**config.mk**
```make
export PLATFORM = sky130hd
export DESIGN_NAME = kpi_keyboard_irq
export DESIGN_NICKNAME = d
export VERILOG_FILES = /design/src/kpi_pkg.sv /design/src/kpi_avalon_slave.sv /design/src/kpi_pin_detect.sv /design/src/kpi_keyboard_irq.sv
export SDC_FILE = /design/constraint.sdc
export NUM_CORES = 1
export LEC_CHECK = 0
export BUFFER_PORTS_ARGS = -buffer_cell sky130_fd_sc_hd__buf_2
export CAP_MARGIN = 10
export CORE_MARGIN = 3
export CORE_UTILIZATION = 45
export CTS_CLUSTER_DIAMETER = 200
export DETAILED_ROUTE_END_ITERATION = 10
export GPL_TIMING_DRIVEN = 0
export PLACE_DENSITY_LB_ADDON = 0.2
export SLEW_MARGIN = 20
export SYNTH_ARGS = -nofsm -noshare
export SYNTH_HDL_FRONTEND = slang
export SYNTH_HIERARCHICAL = 1
export SYNTH_SLANG_ARGS = --single-unit
```
**constraint.sdc**
```tcl
create_clock -name clk -period 4.1 [get_ports clk]
set_input_delay 0.205 -clock clk [delete_from_list [all_inputs] [get_ports clk]]
set_output_delay 0.205 -clock clk [all_outputs]
set_load 0.01 [all_outputs]
```
**src/kpi_pkg.sv**
```systemverilog
// kpi_pkg: register map, field positions and reset values of the key interrupt block
// assumes a 32-bit avalon-mm slave port with byte addresses
package kpi_pkg;
  localparam int ADDR_W = 5;
  localparam int DATA_W = 32;
  localparam int PIN_N = 4;
  localparam int REG_W = 8;
  localparam int IRQ_W = 2;

  localparam logic [4:0] OFF_STATUS_CONTROL = 5'h00;
  localparam logic [4:0] OFF_PIN_ENABLE = 5'h04;
  localparam logic [4:0] OFF_POLARITY_SELECT = 5'h08;
  localparam logic [4:0] OFF_IRQ_STATUS = 5'h0C;
  localparam logic [4:0] OFF_IRQ_MASK = 5'h10;

  localparam int BIT_DETECT_MODE = 0;
  localparam int BIT_REQUEST_ENABLE = 1;
  localparam int BIT_ACKNOWLEDGE = 2;
  localparam int BIT_EVENT_FLAG = 3;

  localparam int EV_FLAG_SET = 0;
  localparam int EV_ACK_REFUSED = 1;

  localparam logic RST_EVENT_FLAG = 1'b0;
  localparam logic RST_REQUEST_ENABLE = 1'b0;
  localparam logic RST_DETECT_MODE = 1'b0;
  localparam logic [3:0] RST_PIN_ENABLE = 4'h0;
  localparam logic [3:0] RST_POLARITY = 4'h0;
  localparam logic [1:0] RST_IRQ_STATUS = 2'h0;
  localparam logic [1:0] RST_IRQ_MASK = 2'h0;
  localparam logic RST_WAITREQUEST = 1'b1;
  localparam logic [31:0] RST_READDATA = 32'h0000_0000;
endpackage

```
**src/kpi_avalon_slave.sv**
```systemverilog
// kpi_avalon_slave: avalon-mm handshake, one wait state on every access
// assumes the master holds its request until it samples waitrequest low
module kpi_avalon_slave (
  input wire logic clk,
  input wire logic sys_rst,
  input wire logic avs_read,
  input wire logic avs_write,
  input wire logic [31:0] rdData,
  output logic [31:0] avs_readdata,
  output logic avs_waitrequest,
  output logic wrAccept
);
  typedef struct packed {
    logic waitReq;
    logic [31:0] readData;
  } kpi_slave_state_t;

  kpi_slave_state_t st_r;
  kpi_slave_state_t st_nxt;

  // access completes at the edge where waitrequest is seen low
  assign wrAccept = avs_write && !st_r.waitReq;
  assign avs_readdata = st_r.readData;
  assign avs_waitrequest = st_r.waitReq;

  always_comb begin
    st_nxt = st_r;
    if (st_r.waitReq && (avs_read || avs_write)) begin
      st_nxt.waitReq = 1'b0;
      st_nxt.readData = avs_read ? rdData : kpi_pkg::RST_READDATA;
    end else if (!st_r.waitReq) begin
      st_nxt.waitReq = 1'b1;
    end
  end

  always_ff @(posedge clk) begin
    if (sys_rst) begin
      st_r.waitReq <= kpi_pkg::RST_WAITREQUEST;
      st_r.readData <= kpi_pkg::RST_READDATA;
    end else begin
      st_r <= st_nxt;
    end
  end

  AST_ONE_WAIT_STATE: assert property (@(posedge clk) disable iff (sys_rst)
    (avs_waitrequest && (avs_read || avs_write)) |=> !avs_waitrequest ##1 avs_waitrequest)
    else $error("slave did not answer after exactly one wait state");
endmodule

```
**src/kpi_pin_detect.sv**
```systemverilog
// kpi_pin_detect: per-pin assertion, edge and level detection for the key inputs
// assumes pins are already synchronous to clk
module kpi_pin_detect (
  input wire logic clk,
  input wire logic blockRst,
  input wire logic [3:0] keyInputPin,
  input wire logic [3:0] pinSourceEnable,
  input wire logic [3:0] pinPolarityBit,
  output logic edgeHit,
  output logic levelHit
);
  typedef struct packed {
    logic [3:0] prevAsserted;
    logic armed;
  } kpi_detect_state_t;

  kpi_detect_state_t st_r;
  kpi_detect_state_t st_nxt;
  logic [3:0] asserted;
  logic [3:0] pinEdge;

  genvar i;
  generate
    for (i = 0; i < kpi_pkg::PIN_N; i++) begin : g_pin
      // polarity 0 means low asserted, 1 means high asserted
      assign asserted[i] = ~(keyInputPin[i] ^ pinPolarityBit[i]);
      assign pinEdge[i] = pinSourceEnable[i] && !st_r.prevAsserted[i] && asserted[i];
    end
  endgenerate

  // no new edge until every enabled input has gone back to deasserted
  assign edgeHit = st_r.armed && |pinEdge;
  assign levelHit = |(pinSourceEnable & asserted);

  always_comb begin
    st_nxt = st_r;
    st_nxt.prevAsserted = asserted;
    if (edgeHit) begin
      st_nxt.armed = 1'b0;
    end else if (!levelHit) begin
      st_nxt.armed = 1'b1;
    end
  end

  always_ff @(posedge clk) begin
    if (blockRst) begin
      st_r <= '0;
    end else begin
      st_r <= st_nxt;
    end
  end

  AST_NO_BACK_TO_BACK_EDGE: assert property (@(posedge clk) disable iff (blockRst)
    edgeHit |=> !edgeHit)
    else $error("second edge seen without return to deasserted");
endmodule

```
**src/kpi_keyboard_irq.sv**
```systemverilog
// kpi_keyboard_irq: keyboard-style pin interrupt block with avalon-mm registers
// assumes key pins synchronous to clk and power-mode levels from the system controller
//
// Register access over Avalon-MM and the register addresses were chosen for this implementation.
module kpi_keyboard_irq (
  input wire logic clk,
  input wire logic sys_rst,
  input wire logic [4:0] avs_address,
  input wire logic avs_read,
  input wire logic avs_write,
  input wire logic [31:0] avs_writedata,
  input wire logic [3:0] avs_byteenable,
  output logic [31:0] avs_readdata,
  output logic avs_waitrequest,
  input wire logic [3:0] keyInputPin,
  input wire logic waitMode,
  input wire logic stop3Mode,
  input wire logic deepStop,
  output logic keyIrqRequest,
  output logic wakeRequest,
  output logic irqOut
);
  typedef struct packed {
    logic eventFlag;
    logic requestEnable;
    logic detectMode;
    logic [3:0] pinSourceEnable;
    logic [3:0] pinPolarityBit;
    logic [1:0] irqStatus;
    logic [1:0] irqMask;
    logic keyIrq;
    logic wake;
    logic irq;
  } kpi_top_state_t;

  kpi_top_state_t st_r;
  kpi_top_state_t st_nxt;
  logic blockRst;
  logic wrAccept;
  logic edgeHit;
  logic levelHit;
  logic [31:0] rdData;
  logic ctrlWrite;
  logic ackWrite;
  logic levelHold;
  logic setFlag;
  logic [1:0] irqEvent;
  logic [1:0] irqClear;

  // deep stop loses all state but the bus slave's, same as a reset
  assign blockRst = sys_rst || deepStop;

  kpi_avalon_slave u_slave (
    .clk(clk),
    .sys_rst(sys_rst),
    .avs_read(avs_read),
    .avs_write(avs_write),
    .rdData(rdData),
    .avs_readdata(avs_readdata),
    .avs_waitrequest(avs_waitrequest),
    .wrAccept(wrAccept)
  );

  // detection ignores debug halt and runs in wait and stop3 alike
  kpi_pin_detect u_detect (
    .clk(clk),
    .blockRst(blockRst),
    .keyInputPin(keyInputPin),
    .pinSourceEnable(st_r.pinSourceEnable),
    .pinPolarityBit(st_r.pinPolarityBit),
    .edgeHit(edgeHit),
    .levelHit(levelHit)
  );

  always_comb begin
    rdData = 32'h0000_0000;
    if (avs_address == kpi_pkg::OFF_STATUS_CONTROL) begin
      // upper nibble and acknowledge always read zero
      rdData[kpi_pkg::BIT_EVENT_FLAG] = st_r.eventFlag;
      rdData[kpi_pkg::BIT_REQUEST_ENABLE] = st_r.requestEnable;
      rdData[kpi_pkg::BIT_DETECT_MODE] = st_r.detectMode;
    end else if (avs_address == kpi_pkg::OFF_PIN_ENABLE) begin
      // unimplemented pins 7:4 read zero
      rdData[3:0] = st_r.pinSourceEnable;
    end else if (avs_address == kpi_pkg::OFF_POLARITY_SELECT) begin
      rdData[3:0] = st_r.pinPolarityBit;
    end else if (avs_address == kpi_pkg::OFF_IRQ_STATUS) begin
      rdData[1:0] = st_r.irqStatus;
    end else if (avs_address == kpi_pkg::OFF_IRQ_MASK) begin
      rdData[1:0] = st_r.irqMask;
    end else begin
      rdData = 32'h0000_0000;
    end
  end

  assign ctrlWrite = wrAccept && avs_byteenable[0] && (avs_address == kpi_pkg::OFF_STATUS_CONTROL);
  assign ackWrite = ctrlWrite && avs_writedata[kpi_pkg::BIT_ACKNOWLEDGE];
  // an asserted level only counts in edge-and-level mode
  assign levelHold = st_r.detectMode && levelHit;
  assign setFlag = edgeHit || levelHold;
  assign irqEvent[kpi_pkg::EV_FLAG_SET] = setFlag && !st_r.eventFlag;
  assign irqEvent[kpi_pkg::EV_ACK_REFUSED] = ackWrite && levelHold;
  assign irqClear = (wrAccept && avs_byteenable[0] && (avs_address == kpi_pkg::OFF_IRQ_STATUS)) ?
    avs_writedata[1:0] : 2'h0;

  always_comb begin
    st_nxt = st_r;
    if (ctrlWrite) begin
      st_nxt.requestEnable = avs_writedata[kpi_pkg::BIT_REQUEST_ENABLE];
      st_nxt.detectMode = avs_writedata[kpi_pkg::BIT_DETECT_MODE];
    end
    if (wrAccept && avs_byteenable[0]) begin
      if (avs_address == kpi_pkg::OFF_PIN_ENABLE) begin
        st_nxt.pinSourceEnable = avs_writedata[3:0];
      end else if (avs_address == kpi_pkg::OFF_POLARITY_SELECT) begin
        st_nxt.pinPolarityBit = avs_writedata[3:0];
      end else if (avs_address == kpi_pkg::OFF_IRQ_MASK) begin
        st_nxt.irqMask = avs_writedata[1:0];
      end
    end
    // set beats clear, so a held level survives the acknowledge
    if (setFlag) begin
      st_nxt.eventFlag = 1'b1;
    end else if (ackWrite) begin
      st_nxt.eventFlag = 1'b0;
    end
    st_nxt.irqStatus = (st_r.irqStatus & ~irqClear) | irqEvent;
    st_nxt.keyIrq = st_nxt.eventFlag && st_nxt.requestEnable;
    // stop3 runs on this clock too; the pin path needs no bus cycle to register
    st_nxt.wake = st_nxt.keyIrq && (waitMode || stop3Mode);
    st_nxt.irq = |(st_nxt.irqStatus & st_nxt.irqMask);
  end

  always_ff @(posedge clk) begin
    if (blockRst) begin
      st_r.eventFlag <= kpi_pkg::RST_EVENT_FLAG;
      st_r.requestEnable <= kpi_pkg::RST_REQUEST_ENABLE;
      st_r.detectMode <= kpi_pkg::RST_DETECT_MODE;
      st_r.pinSourceEnable <= kpi_pkg::RST_PIN_ENABLE;
      st_r.pinPolarityBit <= kpi_pkg::RST_POLARITY;
      st_r.irqStatus <= kpi_pkg::RST_IRQ_STATUS;
      st_r.irqMask <= kpi_pkg::RST_IRQ_MASK;
      st_r.keyIrq <= 1'b0;
      st_r.wake <= 1'b0;
      st_r.irq <= 1'b0;
    end else begin
      st_r <= st_nxt;
    end
  end

  assign keyIrqRequest = st_r.keyIrq;
  assign wakeRequest = st_r.wake;
  assign irqOut = st_r.irq;

  AST_CTRL_UPPER_ZERO: assert property (@(posedge clk) disable iff (sys_rst)
    (avs_read && !avs_waitrequest && $past(avs_address) == kpi_pkg::OFF_STATUS_CONTROL
      && avs_address == kpi_pkg::OFF_STATUS_CONTROL) |-> avs_readdata[7:4] == 4'h0)
    else $error("status control upper bits not zero");

  AST_ACK_READS_ZERO: assert property (@(posedge clk) disable iff (sys_rst)
    (avs_read && !avs_waitrequest && avs_address == kpi_pkg::OFF_STATUS_CONTROL)
      |-> !avs_readdata[kpi_pkg::BIT_ACKNOWLEDGE])
    else $error("acknowledge bit read as one");

  AST_PINS_UPPER_ZERO: assert property (@(posedge clk) disable iff (sys_rst)
    (avs_read && !avs_waitrequest && avs_address == kpi_pkg::OFF_PIN_ENABLE)
      |-> avs_readdata[7:4] == 4'h0)
    else $error("unimplemented pin enables not zero");

  AST_WRITE_NO_FLAG: assert property (@(posedge clk) disable iff (blockRst)
    (ctrlWrite && !avs_writedata[kpi_pkg::BIT_ACKNOWLEDGE] && !setFlag)
      |=> st_r.eventFlag == $past(st_r.eventFlag))
    else $error("register write changed the flag");

  AST_EDGE_SETS_FLAG: assert property (@(posedge clk) disable iff (blockRst)
    edgeHit |=> st_r.eventFlag ##1 (st_r.eventFlag || $past(ackWrite)))
    else $error("edge did not set the flag");

  AST_LEVEL_BLOCKS_ACK: assert property (@(posedge clk) disable iff (blockRst)
    (ackWrite && st_r.detectMode && levelHit) |=> st_r.eventFlag && st_r.irqStatus[kpi_pkg::EV_ACK_REFUSED])
    else $error("flag cleared while level still asserted");

  AST_EDGE_MODE_ACK_CLEARS: assert property (@(posedge clk) disable iff (blockRst)
    (ackWrite && !st_r.detectMode && !edgeHit) |=> !st_r.eventFlag ##1 !keyIrqRequest || st_r.eventFlag)
    else $error("acknowledge in edge mode did not clear");

  AST_DISABLED_PINS_SILENT: assert property (@(posedge clk) disable iff (blockRst)
    (st_r.pinSourceEnable == 4'h0) |-> !edgeHit && !levelHit)
    else $error("disabled pins produced an event");

  AST_REQUEST_GATED: assert property (@(posedge clk) disable iff (blockRst)
    keyIrqRequest |-> st_r.eventFlag && st_r.requestEnable)
    else $error("interrupt request without enable and flag");

  AST_WAKE_NEEDS_MODE: assert property (@(posedge clk) disable iff (blockRst)
    wakeRequest |-> keyIrqRequest && $past(waitMode || stop3Mode))
    else $error("wake without low power mode or request");

  AST_DEEP_STOP_RESETS: assert property (@(posedge clk) disable iff (sys_rst)
    deepStop |=> !st_r.eventFlag && st_r.pinSourceEnable == 4'h0 && !keyIrqRequest && !irqOut)
    else $error("deep stop left block state");
endmodule

```
==> metrics.md, run 1 <==
| Metric | Value |
|---|---|
| Status | `completed` |
| Clock Root Buffer | `clkbuf_8` |
| 1st-pass router iterations | `4` |
| Post-synth EDFFs | `0` |
| Maximum VDD drop | `0.158 mV` |
| # Post-CTS Setup Buffers | `0` |
| Overall Global Routing Usage | `around 16%` |
| Ranking of synthesized cells by area | `dfxtp_1, nand4b_1, o21ai_2` |
| Worst-margin pin slew | `725 ps` |
| DP Cell Count | `430` |
| Clock transition at the registers of the reported paths | `100 ps` |
| Layout Skew | `9.95 ps` |
| Largest family of logic cells by synthesized area | `simple AND/OR/NAND/NOR gates` |
| Share of layout cells above drive strength 1 | `between 30 and 40%` |
| Dominant cell type by area after synthesis | `dfxtp_1` |
| Crit path capture type | `register` |
| Initial Util | `48.1%` |
| Async SR Flop Fraction | `0%` |
| FP Rows | `27` |
| Die Ht | `about 84 um` |
| FF-to-FF Start | `st_r[7]$_SDFFE_PP0P_` |
| Yosys reg bits | `56` |
| Crit start category | `register` |
| Diode count | `0` |
| Hold Buf Count CTS | `0` |
| Min Tclk post-route | `between 1500 and 2000 ps` |
| Yosys top cell area share | `40.8%` |
| CTS tree | `built` |
| Worst setup path startpoint | `st_r[7]$_SDFFE_PP0P_` |
| Post-Syn Instances | `277` |
| Power Density | `317 mW/mm^2` |
| CP max-delay cell | `dfxtp_1` |
| F_max | `549 MHz` |
| RSZ-0062 raised after global routing | `false` |
| Critical path required time | `4320 ps` |
| Seq/Total Area, Yosys | `40.8%` |
| Cell variety after synth | `46` |
| Syn Area/Cell | `9.92 um^2` |
| DIE AREA | `approximately 0.0071 mm^2` |
| Mux share of post-synthesis cell area | `4.96%` |
| Initial antenna violation count | `0` |
| Nets@finish | `417` |
| Number of top-level pins | `88` |
| Pins Over Slew Limit | `0` |
| Pre-CTS setup slack | `2140 ps` |
| Count leader, synth | `dfxtp_1` |
| CP max stage delay | `around 350 ps` |
| HP Class | `in2reg` |
| Crit-path max FO | `3` |
| Worst setup path class | `reg2reg` |
| # DRC | `0` |
| Synth Area in Compound Gates | `16.4%` |
| Buffers on Ports | `54` |
| Setup TNS | `0 ps` |
| Total Power | `1050 uW` |
| H-Tree Depth | `2` |
| CORE AREA | `0.00571 mm^2` |
| Fin util | `57.9%` |
| Final Cycle Share | `approximately 44%` |
| Most used DFF post-synth | `dfxtp_1` |
| Top cells by count, synth | `dfxtp_1, nand2b_1, nand4b_1` |
| Gpl congestion | `0.851` |
| Synth warn | `6` |
| Post-route setup slack | `roughly 2300 ps` |
| DR vias | `between 2000 and 2500` |
| Clock buffers created by TritonCTS | `5` |
| # fillers | `approximately 530` |
| Finish-stage setup viols | `0` |
| Antenna viol nets, final | `0` |
| Post-DR vias/cell | `5.01` |
| Slew Limit Headroom | `approximately half` |
| HP Start | `avs_writedata[3]` |
| Worst-path cell chain | `xnor2_1 -> nand2_2 -> o22ai_2 -> o21a_1 -> a21oi_1 -> nor2b_1 -> a31oi_1 -> nor3b_1` |
| DRC marker count from the first detailed-route iteration | `88` |
| Post-synthesis xor/xnor area fraction | `under 10%` |
| Die extent in x | `84.1 um` |
| Clk_lat worst skew | `300 ps` |
| CTS sink cnt | `56` |
| DP HPWL | `4.36 mm` |
| Clock Path Buffers | `2` |
| CP arrival | `2050 ps` |
| Fin. Hold Viols | `0` |
| Adder-cell share of the synthesized area | `0%` |
| Post-route insts no fill | `437` |
| First-pass GRT wire length | `9.75 mm` |
| Routed length per placed instance | `around 14 um` |
| Total Wirelength | `approximately 5.9 mm` |
| Resized Gates After CTS | `0` |
| Synthesized area | `~0.0027 mm^2` |
| Largest net degree at the start of global routing | `16` |
| Pleak | `between 0.001 and 0.0015 uW` |
| Post-Synth Simple-Gate Area | `between 20% and 30%` |
| Vias in the first global route | `roughly 2100` |
| GRT Residual Overflow | `0` |
| Area Growth Syn to Fin | `20.3%` |
| MaxCap Viol Count | `0` |
worst max-delay path, delay by kind of cell (launching register included):
family                    cells  cell delay [ps]
DFF                           1              350
AOI/OAI and AO/OA             4              650
and+or+nand+nor               3              470
xor gates and xnor gates      1              250
metrics by stage:
step	hold slack (ps)	instance area, um^2
final	157	3310
after global routing	162	3310
after CTS	151	3310
after detailed placement	459	3210
after global placement	455	3210
after floorplan	352	2850
area by class of cell:
cell class | instances | area (um^2) | share of cell area [%]
Inverter | 4 | 15.0 | 0.454
Tap cell | 72 | 90.1 | 2.73
Multi-Input combinational cell | 222 | 1540 | 46.5
Clock buffer | 7 | 96.3 | 2.91
Timing Repair Buffer | 54 | 270 | 8.18
Buffer | 22 | 175 | 5.30
Sequential cell | 56 | 1120 | 33.9
path summary, 6_finish.rpt:
path / endpoint / slack [ps] / depth (start not counted)
hold / removal: st_r[10]$_SDFFE_PP0P_ / 160 / 3
setup reg to reg: wakeRequest$_SDFF_PP0_ / 2280 / 8
setup / recovery: wakeRequest$_SDFF_PP0_ / 2280 / 8
hold reg to reg: u_slave/avs_readdata[4]$_SDFFE_PP0P_ / 470 / 2
power by group:
group	total, uW	switching (uW)	leakage (uW)	internal, uW
sequential	572	9.11	0.000456	563
clock	320	169	0.0000503	151
combinational	155	87.7	0.000857	67.2
total	1050	266	0.00136	781
registers in the layout, summed over array words and instances, names as in the netlist:
register                 count
u_detect/st_r                5
keyIrqRequest                1
irqOut                       1
u_slave/avs_readdata        32
wakeRequest                  1
u_slave/avs_waitrequest      1
st_r                        15
per-layer routing:
layer  GRT usage [%]  vias to the layer above  routed length, um
met4            3.65                        0                 26
met1            24.0                      999               3060
met2            24.4                       54               2560
li1                -                     1134                  -
met3            4.02                        2                292
met5               0                        -                  0
cell usage in the layout, fill, tap and decap left out, types with 2 or more instances in the layout:
cell type	instances
buf_2	61
dfxtp_1	56
nand2b_1	33
nand4b_1	32
o21ai_2	30
conb_1	28
nor2_1	19
mux2i_1	11
nor2b_1	10
a21oi_1	8
nand2_1	8
clkbuf_8	7
clkbuf_1	6
a22oi_1	4
inv_1	4
xnor2_1	4
nor3_1	3
nand4_1	3
buf_12	3
dlymetal6s2s_1	3
o22ai_1	2
a22o_1	2
and3_1	2
o22ai_2	2
o21ai_1	2
kinds of logic after synthesis:
| family | count (synthesis) |
|---|---|
| compound gates | 55 |
| other cells | 1 |
| simple gates | 122 |
| flops | 56 |
| xor+xnor | 4 |
| buf+inv | 26 |
| mux | 13 |
Note: power is estimated with default switching activity, not from simulation.
==> run 2: changes to the inputs <==
ABC_AREA = 1   (was not set)
clock period = 1.62 ns   (was 4.1 ns; I/O delays follow)
==> metrics.md, run 2 <==
| Metric | Value |
|---|---|
| Reg2reg end | `irqOut$_SDFF_PP0_` |
| Min Tclk post-route | `1520 ps (-298 ps)` |
| Dominant cell type by area after synthesis | `dfxtp_1` |
| Routed length per placed instance | `10.8 um (-21%)` |
| # DRC | `0 (unchanged)` |
| Most common cell after layout, fill and taps aside | `nand2_1` |
| Worst path most repeated cell | `nand2_1` |
| Post-route setup slack | `96.7 ps (-2180 ps)` |
| Post-Syn Instances | `337 (+22%)` |
| GRT Residual Overflow | `0 (unchanged)` |
| Share of layout cells above drive strength 1 | `28.4% (-2.8 points)` |
| Register Area | `0.00113 mm^2 (+0.67%)` |
| Finish-stage setup viols | `0 (unchanged)` |
| Crit-path max FO | `4 (+1)` |
| FP Rows | `26 (-3.7%)` |
| HP Class | `in2reg` |
| CP arrival | `1740 ps (-310 ps)` |
| Vias in the first global route | `2120 (+3.3%)` |
| Area Growth Syn to Fin | `26.0%` |
| Gpl congestion | `0.815 (-4.3%)` |
| Clock buffers created by TritonCTS | `5 (unchanged)` |
| Ranking of synthesized cells by area | `dfxtp_1, nand2_1, a21oi_1` |
| Total Power | `2520 uW (+140%)` |
| Worst reg-to-reg path cell count | `14 (+6)` |
| Diode count | `0 (unchanged)` |
| FF-to-FF Start | `st_r[8]$_SDFFE_PP0P_` |
| DR vias | `2277 (+4.0%)` |
| Yosys top cell area share | `45.1% (+4.3 points)` |
| CTS tree | `built` |
| Initial Util | `47.5% (-0.66 points)` |
| Worst Hold Endpoint | `st_r[13]$_SDFFE_PP0P_` |
| Total Wirelength | `5.41 mm (-8.7%)` |
| MaxCap Viol Count | `0 (unchanged)` |
| Overall Global Routing Usage | `18.2% (+1.8 points)` |
| Synthesized area | `0.00249 mm^2 (-9.5%)` |
| Worst R2R Setup Slack | `100 ps (-2180 ps)` |
| Final Cycle Share | `94.0% (+50 points)` |
| Critical path required time | `1840 ps (-2480 ps)` |
| Count leader, synth | `nand2_1` |
| Clk_lat worst skew | `310 ps (about the same)` |
| CORE AREA | `0.00524 mm^2 (-8.3%)` |
| Clock Root Buffer | `clkbuf_8` |
| Multi-input logic area | `0.00129 mm^2 (-16%)` |
| First-pass GRT wire length | `9.16 mm (-6.0%)` |
| Pre-CTS setup slack | `12.9 ps (-2130 ps)` |
| Antenna viol nets, final | `0 (unchanged)` |
| Worst-path cell chain | `inv_2 -> nand2_2 -> and2_4 -> nand2_2 -> nand2_2 -> nor2_4 -> inv_1 -> nand2_1 -> inv_2 -> nor2_4 -> or2_1 -> nand2_1 -> nand2_1 -> nand2_1` |
| Die extent in x | `80.3 um (-4.5%)` |
| Seq/Total Area, Yosys | `45.1% (+4.3 points)` |
| F_max | `656 MHz (+20%)` |
| Fin. Hold Viols | `0 (unchanged)` |
| Power Density | `803 mW/mm^2 (+150%)` |
| Post-DR vias/cell | `4.53 (-9.6%)` |
| Nets@finish | `484 (+16%)` |
| Number of top-level pins | `88 (unchanged)` |
| Largest net degree at the start of global routing | `18 (+2)` |
| DP HPWL | `4.06 mm (-6.8%)` |
| Synth warn | `6 (unchanged)` |
| Crit start category | `register` |
| DRC marker count from the first detailed-route iteration | `69 (-22%)` |
| Worst path depth | `14 (+6)` |
| Most frequent cells in the layout | `nand2_1, buf_2, dfxtp_1` |
| Worst setup path class | `reg2reg` |
| CP max stage delay | `370 ps (+20 ps)` |
| Initial antenna violation count | `0 (unchanged)` |
| Max FFs per register | `32 (unchanged)` |
| Crit path capture type | `register` |
| H-Tree Depth | `2 (unchanged)` |
| CTS sink cnt | `56 (unchanged)` |
| Post-route insts no fill | `503 (+15%)` |
| CP max-delay cell | `dfxtp_4` |
| Maximum VDD drop | `0.446 mV (+180%)` |
| Cell variety after synth | `29 (-37%)` |
| # fillers | `518 (-1.3%)` |
| Async SR Flop Fraction | `0% (unchanged)` |
| Layout Skew | `5.71 ps (-4.24 ps)` |
| Clock Path Buffers | `2 (unchanged)` |
| Yosys reg bits | `56 (unchanged)` |
| Hold path depth | `3 (unchanged)` |
| Post-synth EDFFs | `0 (unchanged)` |
| Delay-heaviest family, CP | `simple AND/OR/NAND/NOR gates` |
| DIE AREA | `0.00645 mm^2 (-8.9%)` |
| Syn Area/Cell | `7.38 um^2 (-26%)` |
| Buffers on Ports | `56 (+3.7%)` |
| Status | `completed` |
| Pleak | `0.00153 uW (+13%)` |
| Die Ht | `80.3 um (-4.5%)` |
| HP Start | `avs_writedata[2]` |
| Clock transition at the registers of the reported paths | `100 ps (about the same)` |
| CP bufs+invs | `3 (+3)` |
| Top cells by count, synth | `nand2_1, dfxtp_1, a21oi_1` |
| DP Cell Count | `490 (+14%)` |
| 1st-pass router iterations | `4 (unchanged)` |
| Pins Over Slew Limit | `0 (unchanged)` |
| Worst hold slack | `53.6 ps (-103 ps)` |
| Most used DFF post-synth | `dfxtp_1` |
-- run 2: worst max path at each step --
stage / startpoint / endpoint / slack [ps]
6_report: st_r[8]$_SDFFE_PP0P_ / irqOut$_SDFF_PP0_ / 100
5_1_grt: st_r[8]$_SDFFE_PP0P_ / irqOut$_SDFF_PP0_ / -20
4_1_cts: st_r[8]$_SDFFE_PP0P_ / irqOut$_SDFF_PP0_ / 40
3_5_place_dp: st_r[8]$_SDFFE_PP0P_ / irqOut$_SDFF_PP0_ / 10
3_3_place_gp: st_r[8]$_SDFFE_PP0P_ / irqOut$_SDFF_PP0_ / 10
2_1_floorplan: st_r[8]$_SDFFE_PP0P_ / irqOut$_SDFF_PP0_ / 230
-- run 2: per-layer routing --
layer | share of wire (%) | up-vias | GRT usage, %
li1 | - | 1208 | -
met1 | 47 | 1005 | 23.1
met2 | 46 | 54 | 29.6
met3 | 4.4 | 10 | 4.93
met4 | 2.0 | 0 | 6.42
met5 | 0 | - | 0
-- run 2: area by class of cell --
cell class	instances	share of cell area, %
plain buffers	11	2.04
clock buffers	6	2.32
clock inverters	2	0.519
inverters	38	4.71
multi-input cells	259	41.2
flip-flops and latches	56	36.0
well taps	70	2.80
repair buffers	61	10.4
-- run 2: worst min-delay path: cells and delay by family --
kind,cells,cell delay [ps]
simple gates,2,130
buf+inv,1,120
-- run 2: per-stage QoR --
step	util [%]	cell area, um^2	setup TNS, ps
after floorplan	-	2590	0
after global placement	56.4	2960	0
after detailed placement	56.4	2960	0
after CTS	58.7	3080	0
after global routing	59.8	3130	-17.7
final	59.8	3130	0
-- run 2: repair_timing --
item                       CTS  global route
buffers inserted             0             2
setup endpoints to repair    1             4
hold buffers                 3             0
hold endpoints to repair     2             0
pin swaps                    0             6
gates resized for setup      1            15
-- run 2: cell families (layout without fill, tap and decap cells) --
kind of cell	count (synthesis)	count (layout)	share of synthesized area [%]
XOR/XNOR	3	3	1.06
buffers and inverters	49	118	8.51
other	1	28	0.151
flip-flops	56	56	45.1
AND/OR/NAND/NOR	173	173	33.2
AO/OA/AOI/OAI	55	55	12.0
-- run 2: where the power goes --
part           switching (uW)  internal, uW  leakage [uW]
logic                     190           117       0.00103
clock network             458           309     0.0000414
registers                21.8          1420      0.000459
total                     670          1840       0.00153
